--- config.mk ---
export PLATFORM = sky130hd
export DESIGN_NAME = cpu_exc_unit
export DESIGN_NICKNAME = d
export VERILOG_FILES = /design/src/hw/cpu_exc_pkg.sv /design/src/hw/fall_catch.sv /design/src/hw/ea_calc.sv /design/src/hw/cpu_exc_unit.sv
export SDC_FILE = /design/constraint.sdc
export NUM_CORES = 1
export LEC_CHECK = 0
export BUFFER_PORTS_ARGS = -buffer_cell sky130_fd_sc_hd__clkbuf_2
export CORE_UTILIZATION = 26
export DETAILED_ROUTE_END_ITERATION = 12
export MAX_ROUTING_LAYER = met4
export SKIP_LAST_GASP = 1
export SLEW_MARGIN = 30
export SYNTH_ARGS = -nofsm -noshare
export SYNTH_HDL_FRONTEND = slang
export SYNTH_HIERARCHICAL = 1
export SYNTH_SLANG_ARGS = --single-unit
--- constraint.sdc ---
create_clock -name clock -period 8.4 [get_ports clock]
set_clock_uncertainty 0.2 [all_clocks]
set_input_delay 1.68 -clock clock [delete_from_list [all_inputs] [get_ports clock]]
set_output_delay 1.68 -clock clock [all_outputs]
set_load 0.02 [all_outputs]
--- src/hw/cpu_exc_pkg.sv ---
package cpu_exc_pkg;

    // fixed vector locations, low byte at the even address
    localparam logic [15:0] VEC_NMI = 16'hFFFA;
    localparam logic [15:0] VEC_RST = 16'hFFFC;
    localparam logic [15:0] VEC_IRQ = 16'hFFFE;

    // stack lives in page one
    localparam logic [7:0] STACK_PAGE = 8'h01;
    localparam logic [7:0] SP_RESET = 8'hFF;
    localparam logic [7:0] STATUS_RESET = 8'h04;

    // status bit positions
    localparam int FLAG_I = 2;
    localparam int FLAG_B = 4;
    localparam int FLAG_V = 6;

    // idle cycles after the reset line rises
    localparam logic [2:0] RST_INIT_CYCLES = 3'h6;

    typedef enum logic [1:0] {
        CMD_OPFETCH,
        CMD_OPERAND,
        CMD_RESOLVE,
        CMD_ACCESS
    } cmd_op_t;

    typedef enum logic [3:0] {
        AM_IMM,
        AM_ABS,
        AM_ZP,
        AM_ZPX,
        AM_ZPY,
        AM_ABSX,
        AM_ABSY,
        AM_REL,
        AM_INDX,
        AM_INDY,
        AM_IND
    } amode_t;

    typedef struct packed {
        cmd_op_t op;
        amode_t mode;
        logic write;
        logic [7:0] op2;
        logic [7:0] op3;
        logic [7:0] x;
        logic [7:0] y;
        logic [7:0] wdata;
    } cmd_t;

    typedef struct packed {
        logic [15:0] ea;
        logic [7:0] data;
    } rsp_t;

    typedef struct packed {
        logic [15:0] addr;
        logic [7:0] wdata;
        logic wdata_oe;
        logic rw;
        logic sync;
    } bus_t;

    // page-zero sum, the carry is dropped
    function automatic logic [7:0] zp_add(input logic [7:0] a, input logic [7:0] b);
        zp_add = 8'(a + b);
    endfunction : zp_add

    // 16-bit base plus 8-bit index, signed or unsigned
    function automatic logic [15:0] add16(input logic [15:0] a, input logic [7:0] b,
                                          input logic sgn);
        logic [15:0] ext;
        ext = {{8{sgn & b[7]}}, b};
        add16 = 16'(a + ext);
    endfunction : add16

endpackage : cpu_exc_pkg

--- src/hw/fall_catch.sv ---
`timescale 1ns/1ps

// sticky request raised by a falling edge of an active-low input
module fall_catch (
    input wire logic clock,
    input wire logic rst_n,
    input wire logic pin_n,
    input wire logic clear,
    output logic pend
);
    logic prev_reg;
    logic pend_reg;
    wire logic fall = prev_reg & ~pin_n;
    // a new edge in the clearing cycle is kept
    wire logic pend_next = fall | (pend_reg & ~clear);

    always_ff @(posedge clock or negedge rst_n) begin
        if (!rst_n) begin
            prev_reg <= 1'b1;
            pend_reg <= 1'b0;
        end else begin
            prev_reg <= pin_n;
            pend_reg <= pend_next;
        end
    end

    assign pend = pend_reg;
endmodule : fall_catch

--- src/hw/ea_calc.sv ---
`timescale 1ns/1ps

// effective-address arithmetic for every addressing mode
module ea_calc (
    input cpu_exc_pkg::cmd_t cmd,
    input wire logic [15:0] pc,
    input wire logic [7:0] ptr_lo,
    input wire logic [7:0] ptr_hi,
    output logic [15:0] ea_direct,
    output logic [15:0] ptr_addr,
    output logic [15:0] ptr_next,
    output logic [15:0] ea_ind,
    output logic [15:0] branch_pc
);
    wire logic [15:0] base = {cmd.op3, cmd.op2};
    wire logic [7:0] zx = cpu_exc_pkg::zp_add(cmd.op2, cmd.x);
    wire logic [7:0] zy = cpu_exc_pkg::zp_add(cmd.op2, cmd.y);
    wire logic is_ind = cmd.mode == cpu_exc_pkg::AM_IND;

    // direct modes need no memory read
    assign ea_direct =
        (cmd.mode == cpu_exc_pkg::AM_ABS)  ? base :
        (cmd.mode == cpu_exc_pkg::AM_ZP)   ? {8'h00, cmd.op2} :
        (cmd.mode == cpu_exc_pkg::AM_ZPX)  ? {8'h00, zx} :
        (cmd.mode == cpu_exc_pkg::AM_ZPY)  ? {8'h00, zy} :
        (cmd.mode == cpu_exc_pkg::AM_ABSX) ? cpu_exc_pkg::add16(base, cmd.x, 1'b0) :
        (cmd.mode == cpu_exc_pkg::AM_ABSY) ? cpu_exc_pkg::add16(base, cmd.y, 1'b0) :
        16'h0000;

    // pointer location and its successor; page-zero pointers wrap in page zero
    assign ptr_addr =
        (cmd.mode == cpu_exc_pkg::AM_INDX) ? {8'h00, zx} :
        is_ind ? base : {8'h00, cmd.op2};
    assign ptr_next = is_ind ? cpu_exc_pkg::add16(ptr_addr, 8'h01, 1'b0)
                             : {8'h00, cpu_exc_pkg::zp_add(ptr_addr[7:0], 8'h01)};

    // only the post-indexed form adds after the pointer read
    assign ea_ind = (cmd.mode == cpu_exc_pkg::AM_INDY)
                  ? cpu_exc_pkg::add16({ptr_hi, ptr_lo}, cmd.y, 1'b0)
                  : {ptr_hi, ptr_lo};

    // pc already points at the next instruction
    assign branch_pc = cpu_exc_pkg::add16(pc, cmd.op2, 1'b1);
endmodule : ea_calc

--- src/hw/cpu_exc_unit.sv ---
`timescale 1ns/1ps

// Overview of operation
// - finish instruction before taking maskable request
// - maskable request taken only with mask clear
// - push pc and status, then set mask
// - maskable vector low FFFE, high FFFF
// - non-maskable input is falling-edge triggered
// - non-maskable ignores mask, vector FFFA/FFFB
// - sample interrupts, enter after instruction completes
// - set-overflow falling edge sets overflow bit
// - sync high through each opcode fetch cycle
// - ready low in sync cycle freezes processor
// - no writes in reset; rising edge starts sequence
// - six idle cycles, set mask, vector FFFC/FFFD
// - direction high for reads, low for writes
// - immediate, absolute and zero-page address forming
// - zero-page indexed sums wrap in page zero
// - absolute indexed adds index to 16-bit base
// - branch adds signed offset to next pc
// - indexed-indirect pointer in page zero, no carry
// - indirect-indexed adds y with carry to pointer
// - absolute-indirect loads pointer target into pc
module cpu_exc_unit (
    input wire logic clock,
    input wire logic rst_n,
    input wire logic cpu_reset_n,
    input wire logic irq_n,
    input wire logic nmi_n,
    input wire logic so_n,
    input wire logic rdy,
    input wire logic [7:0] bus_rdata,
    output cpu_exc_pkg::bus_t bus_o,
    input wire logic cmd_valid,
    input cpu_exc_pkg::cmd_t cmd_i,
    output logic cmd_ready,
    output logic rsp_valid,
    output cpu_exc_pkg::rsp_t rsp_o,
    input wire logic status_wr,
    input wire logic [7:0] status_wdata,
    input wire logic sp_wr,
    input wire logic [7:0] sp_wdata,
    output logic [7:0] status,
    output logic [7:0] sp,
    output logic [15:0] pc
);
    typedef enum logic [3:0] {
        ST_HOLD,
        ST_INIT,
        ST_VL,
        ST_VH,
        ST_IDLE,
        ST_PCRD,
        ST_PSH_H,
        ST_PSH_L,
        ST_PSH_P,
        ST_PTRL,
        ST_PTRH,
        ST_ACC
    } state_t;

    state_t state_reg;
    state_t state_next;
    logic [15:0] pc_reg;
    logic [7:0] sp_reg;
    logic [7:0] status_reg;
    logic [15:0] vec_reg;
    logic [2:0] cnt_reg;
    logic irq_s_reg;
    logic sync_reg;
    logic [7:0] ptr_lo_reg;
    cpu_exc_pkg::cmd_t cmd_reg;
    cpu_exc_pkg::rsp_t rsp_reg;
    logic rsp_valid_reg;
    logic nmi_pend;
    logic so_fall;
    logic [15:0] ea_direct;
    logic [15:0] ptr_addr;
    logic [15:0] ptr_next;
    logic [15:0] ea_ind;
    logic [15:0] branch_pc;

    // state decode
    wire logic in_idle = state_reg == ST_IDLE;
    wire logic in_push = (state_reg == ST_PSH_H) | (state_reg == ST_PSH_L)
                       | (state_reg == ST_PSH_P);
    wire logic acc_wr = (state_reg == ST_ACC) & cmd_reg.write;

    // the command in flight: the incoming one while idle, else the latched one
    wire cpu_exc_pkg::cmd_t cmd_sel = in_idle ? cmd_i : cmd_reg;
    wire logic is_fetch = cmd_i.op == cpu_exc_pkg::CMD_OPFETCH;
    wire logic is_resolve = cmd_i.op == cpu_exc_pkg::CMD_RESOLVE;
    wire logic is_ptr_mode = (cmd_i.mode == cpu_exc_pkg::AM_INDX)
                           | (cmd_i.mode == cpu_exc_pkg::AM_INDY)
                           | (cmd_i.mode == cpu_exc_pkg::AM_IND);

    // an opcode fetch request marks the end of the previous instruction,
    // so pending interrupts are only examined there
    wire logic irq_ok = ~irq_s_reg & ~status_reg[cpu_exc_pkg::FLAG_I];
    wire logic int_take = nmi_pend | irq_ok;
    wire logic int_start = in_idle & cmd_valid & is_fetch & int_take;
    wire logic accept = in_idle & cmd_valid & ~int_take | (in_idle & cmd_valid & ~is_fetch);

    // direction: only the push and store cycles drive the bus, and none while the
    // reset pin is low, since the state only follows that pin one edge later
    wire logic rw_w = ~((in_push | acc_wr) & cpu_reset_n);
    // ready stalls read cycles only; a write always completes
    wire logic adv = ~rw_w | rdy;

    assign cmd_ready = in_idle & ~(is_fetch & int_take);

    // bus address for each cycle
    assign bus_o.addr =
        (state_reg == ST_VL)   ? vec_reg :
        (state_reg == ST_VH)   ? {vec_reg[15:1], 1'b1} :
        in_push                ? {cpu_exc_pkg::STACK_PAGE, sp_reg} :
        (state_reg == ST_PTRL) ? ptr_addr :
        (state_reg == ST_PTRH) ? ptr_next :
        (state_reg == ST_ACC)  ? {cmd_reg.op3, cmd_reg.op2} :
        pc_reg;

    // pushed status carries the break bit clear for hardware entry
    assign bus_o.wdata =
        (state_reg == ST_PSH_H) ? pc_reg[15:8] :
        (state_reg == ST_PSH_L) ? pc_reg[7:0] :
        (state_reg == ST_PSH_P) ? (status_reg & ~(8'h01 << cpu_exc_pkg::FLAG_B)) :
        acc_wr                  ? cmd_reg.wdata :
        8'h00;
    assign bus_o.wdata_oe = ~rw_w;
    assign bus_o.rw = rw_w;
    assign bus_o.sync = (state_reg == ST_PCRD) & sync_reg;

    // leaf blocks
    fall_catch u_nmi (
        .clock(clock),
        .rst_n(rst_n),
        .pin_n(nmi_n),
        .clear(int_start),
        .pend(nmi_pend)
    );

    // the overflow request lasts one cycle only
    fall_catch u_so (
        .clock(clock),
        .rst_n(rst_n),
        .pin_n(so_n),
        .clear(1'b1),
        .pend(so_fall)
    );

    ea_calc u_ea (
        .cmd(cmd_sel),
        .pc(pc_reg),
        .ptr_lo(ptr_lo_reg),
        .ptr_hi(bus_rdata),
        .ea_direct(ea_direct),
        .ptr_addr(ptr_addr),
        .ptr_next(ptr_next),
        .ea_ind(ea_ind),
        .branch_pc(branch_pc)
    );

    // next state; the reset line overrides everything
    always_comb begin
        state_next = state_reg;
        unique case (state_reg)
            ST_HOLD: state_next = ST_INIT;
            ST_INIT: begin
                if (cnt_reg == 3'(cpu_exc_pkg::RST_INIT_CYCLES - 3'h1)) begin
                    state_next = ST_VL;
                end
            end
            ST_VL: if (adv) state_next = ST_VH;
            ST_VH: if (adv) state_next = ST_IDLE;
            ST_IDLE: begin
                if (int_start) begin
                    state_next = ST_PSH_H;
                end else if (cmd_valid) begin
                    unique case (cmd_i.op)
                        cpu_exc_pkg::CMD_OPFETCH: state_next = ST_PCRD;
                        cpu_exc_pkg::CMD_OPERAND: state_next = ST_PCRD;
                        cpu_exc_pkg::CMD_RESOLVE: begin
                            if (is_ptr_mode) state_next = ST_PTRL;
                        end
                        cpu_exc_pkg::CMD_ACCESS: state_next = ST_ACC;
                    endcase
                end
            end
            ST_PCRD: if (adv) state_next = ST_IDLE;
            ST_PSH_H: state_next = ST_PSH_L;
            ST_PSH_L: state_next = ST_PSH_P;
            ST_PSH_P: state_next = ST_VL;
            ST_PTRL: if (adv) state_next = ST_PTRH;
            ST_PTRH: if (adv) state_next = ST_IDLE;
            ST_ACC: if (adv) state_next = ST_IDLE;
        endcase
        if (!cpu_reset_n) begin
            state_next = ST_HOLD;
        end
    end

    // status: core write, then hardware sets win over it
    wire logic set_i = (state_reg == ST_PSH_P) | (state_reg == ST_INIT & state_next == ST_VL);
    wire logic [7:0] status_base = status_wr ? status_wdata : status_reg;
    wire logic [7:0] status_next = status_base
        | ({7'h00, so_fall} << cpu_exc_pkg::FLAG_V)
        | ({7'h00, set_i} << cpu_exc_pkg::FLAG_I);

    // pc updates
    wire logic resolve_now = accept & is_resolve;
    wire logic [15:0] pc_next =
        (state_reg == ST_VL & adv) ? {pc_reg[15:8], bus_rdata} :
        (state_reg == ST_VH & adv) ? {bus_rdata, pc_reg[7:0]} :
        (state_reg == ST_PCRD & adv) ? cpu_exc_pkg::add16(pc_reg, 8'h01, 1'b0) :
        (resolve_now & cmd_i.mode == cpu_exc_pkg::AM_REL) ? branch_pc :
        (state_reg == ST_PTRH & adv & cmd_reg.mode == cpu_exc_pkg::AM_IND) ? ea_ind :
        pc_reg;

    wire logic [7:0] sp_next = in_push ? 8'(sp_reg - 8'h01) : sp_wr ? sp_wdata : sp_reg;

    // one answer per completed command
    wire logic rsp_direct = resolve_now & ~is_ptr_mode;
    wire logic rsp_fire = rsp_direct | (state_reg == ST_PCRD & adv)
                        | (state_reg == ST_PTRH & adv) | (state_reg == ST_ACC & adv);
    wire cpu_exc_pkg::rsp_t rsp_next =
        rsp_direct ? {(cmd_i.mode == cpu_exc_pkg::AM_REL) ? branch_pc : ea_direct,
                      cmd_i.op2} :
        (state_reg == ST_PTRH) ? {ea_ind, 8'h00} :
        {bus_o.addr, rw_w ? bus_rdata : 8'h00};

    // vector choice: non-maskable beats maskable
    wire logic [15:0] vec_next = (state_reg == ST_HOLD) ? cpu_exc_pkg::VEC_RST :
        int_start ? (nmi_pend ? cpu_exc_pkg::VEC_NMI : cpu_exc_pkg::VEC_IRQ) : vec_reg;

    // fsm and reset-sequence counter
    always_ff @(posedge clock or negedge rst_n) begin
        if (!rst_n) begin
            state_reg <= ST_HOLD;
            cnt_reg <= 3'h0;
        end else begin
            state_reg <= state_next;
            cnt_reg <= (state_reg == ST_INIT) ? 3'(cnt_reg + 3'h1) : 3'h0;
        end
    end

    // architectural registers
    always_ff @(posedge clock or negedge rst_n) begin
        if (!rst_n) begin
            pc_reg <= 16'h0000;
            sp_reg <= cpu_exc_pkg::SP_RESET;
            status_reg <= cpu_exc_pkg::STATUS_RESET;
            vec_reg <= cpu_exc_pkg::VEC_RST;
        end else begin
            pc_reg <= pc_next;
            sp_reg <= sp_next;
            status_reg <= status_next;
            vec_reg <= vec_next;
        end
    end

    // level sample of the maskable line, once per cycle
    always_ff @(posedge clock or negedge rst_n) begin
        if (!rst_n) begin
            irq_s_reg <= 1'b1;
        end else begin
            irq_s_reg <= irq_n;
        end
    end

    // command capture and pointer low byte
    always_ff @(posedge clock or negedge rst_n) begin
        if (!rst_n) begin
            cmd_reg <= '0;
            sync_reg <= 1'b0;
            ptr_lo_reg <= 8'h00;
        end else begin
            if (accept) cmd_reg <= cmd_i;
            if (accept) sync_reg <= is_fetch;
            if (state_reg == ST_PTRL & adv) ptr_lo_reg <= bus_rdata;
        end
    end

    // registered answer, valid for one cycle
    always_ff @(posedge clock or negedge rst_n) begin
        if (!rst_n) begin
            rsp_valid_reg <= 1'b0;
            rsp_reg <= '0;
        end else begin
            rsp_valid_reg <= rsp_fire;
            if (rsp_fire) rsp_reg <= rsp_next;
        end
    end

    assign rsp_valid = rsp_valid_reg;
    assign rsp_o = rsp_reg;
    assign status = status_reg;
    assign sp = sp_reg;
    assign pc = pc_reg;
endmodule : cpu_exc_unit

==> impl_results.md <==
- DPL Wire Length: 36.6 mm
- Hold Worst Slack: 0.271 ns
- Final setup vio count: 0
- Layout Nets: around 1700
- Core Box Area: 42300 µm²
- DR WL/cell: 21.9 µm
- GP Congestion: 0.942
- Met3 Track Usage GR: 0.0400
- Met2 Usage GRT: 0.336
- Crit-path max FO: 40
- Clock sink total: 125
- Initial antenna violation count: 0
- Layer carrying the most global-route usage: met2
- Final hold violations: 0
- Met1 Resource Use GR: 0.282
- Setup Crit Path Kind: reg -> out
- Pins Over Slew Limit: 0
- Die width: 210 µm
- Num rows: 75
- Clk pin slew, worst setup/hold paths: about 0.06 ns
- Iteration-0 DRC Markers: 1083
- Leakage: 5.90 nW
- # fillers: 4618
- Gr ovfl total: 0
- Final core occ: 0.311
- Avg Inst Size Synth: 7.82 µm²
- TritonCTS clock tree: built
- Initial Utilization: 0.266
- Max FFs per register: 45
- Die height: 210 µm
- Buffer depth of the longest clock path: 2
- Final ANT Viol Nets: 0
- # port buffers: 165
- First-pass GRT wire length: approximately 70 mm
- Diodes inserted: 0
- HP Class: reg -> reg
- Clk root buf: clkbuf_16
- Cell Pwr Density: 155 nW/µm²
- Io pins: 166
- Worst Setup Start Kind: register
- Final Power: just over 2 mW
- Mapped Cells: 1437
- Arr. time, crit path: 5.45 ns
- Crit path time final: roughly 7.3 ns
- Inst Count DP: between 2000 and 2500
- CP Capture Type: primary output
- Status: completed
- RSZ-0062 raised after global routing: false
- Ys Warns: 6
- Syn Std Cell Area: about 11000 µm²
- Worst skew pair latency: ~0.47 ns
- Largest net degree at the start of global routing: between 60 and 70
- Area growth, synth to finish: 17.1%
- Worst-Margin Slew: a little over 1 ns
- Setup bufs post-CTS: 0
- Total CTS buffers: 17
- Vias per cell: 5.51
- Syn_nets: 1566
- WL final: 46.6 mm
- CTS H-tree lvls: 4
- Max-capacitance violation count: 0
- Die area: 44100 µm²
- Setup TNS Final: 0 ns
- Vias: 11700
- Highest Clock Rate: 137 MHz
- Post-CTS sizing: 0
- Peak supply drop: 0.000120 V
- GRT Total Usage: 0.219
- Share of cells above drive strength 1: 0.221
- Cts hold-fix bufs: 0
- Worst slew margin: 0.308
- Final Non-Filler Cells: 2131
- Number of remaining DRC errors: 0
- Number of global-route vias before repair: 11200
- Worst EP required: 6.52 ns
- Final period utilization: 0.872
- Drt first pass iters: 5
cell usage in the layout, fill, tap and decap left out, types with 36 or more instances in the layout:
cell / instances
dfrtp_1: 111
a21oi_1: 106
xnor2_1: 36
mux2_2: 82
inv_1: 60
ha_1: 44
o21ai_0: 83
nand2_1: 198
nand3_1: 41
nor2_1: 152
clkbuf_2: 164
a31oi_1: 40
where the power goes:
part / internal, mW / leakage [nW] / switching, mW
Clock: 0.520 / 0.320 / 0.322
Combinational: 0.170 / 3.97 / 0.299
Sequential: 0.649 / 1.62 / 0.0742
Total: 1.34 / 5.90 / 0.696
worst max-delay path, stage by stage (launching register included):
cell and delay (ns):
dfrtp_1 0.38, or4b_4 0.83, mux2_2 0.44, ha_1 0.24
fa_1 0.42, a21o_1 0.19, a21oi_1 0.18, xnor2_1 0.21
a32oi_1 0.10, a21o_1 0.29, or4_1 0.55, a21oi_1 0.17
nor2_1 0.06, nor2_1 0.12, a2bb2oi_1 0.27, a21oi_1 0.11
o22ai_1 0.22, clkbuf_2 0.20
routing by layer:
metal | wire length (µm) | vias up
met5 | 0 | -
met4 | 1780 | 0
met3 | 3350 | 84
met2 | 21400 | 509
met1 | 20100 | 5770
li1 | - | 5384
path summary, 6_finish.rpt:
path	from	endpoint	slack, ns	cells after the start
worst max-delay path	state_reg[0]	bus_o[24]	1.07	17
worst min-delay path	cnt_reg[0]	cnt_reg[0]	0.27	1
worst max register to register	state_reg[0]	rsp_o[23]	3.19	17
worst min register to register	cnt_reg[0]	cnt_reg[0]	0.27	1
max in group asynchronous	rst_n	state_reg[1]	5.58	2
min in group asynchronous	rst_n	rsp_valid	1.02	1
final cells by class:
class	count	area [µm²]	area share
Timing Repair Buffer	181	956	0.0726
Tap cell	577	722	0.0549
Inverter	60	225	0.0171
Clock buffer	19	453	0.0344
Sequential cell	125	3150	0.239
Multi-Input combinational cell	1156	7450	0.566
Clock inverter	13	205	0.0156
metrics by stage:
step | setup WS [ns] | area (µm²)
after floorplan | 1.56 | 11200
after global placement | 1.16 | 12500
after detailed placement | 1.14 | 12500
after CTS | 1.07 | 13100
after global routing | 0.724 | 13200
final | 1.07 | 13200
(Power assumes the default switching activity.)
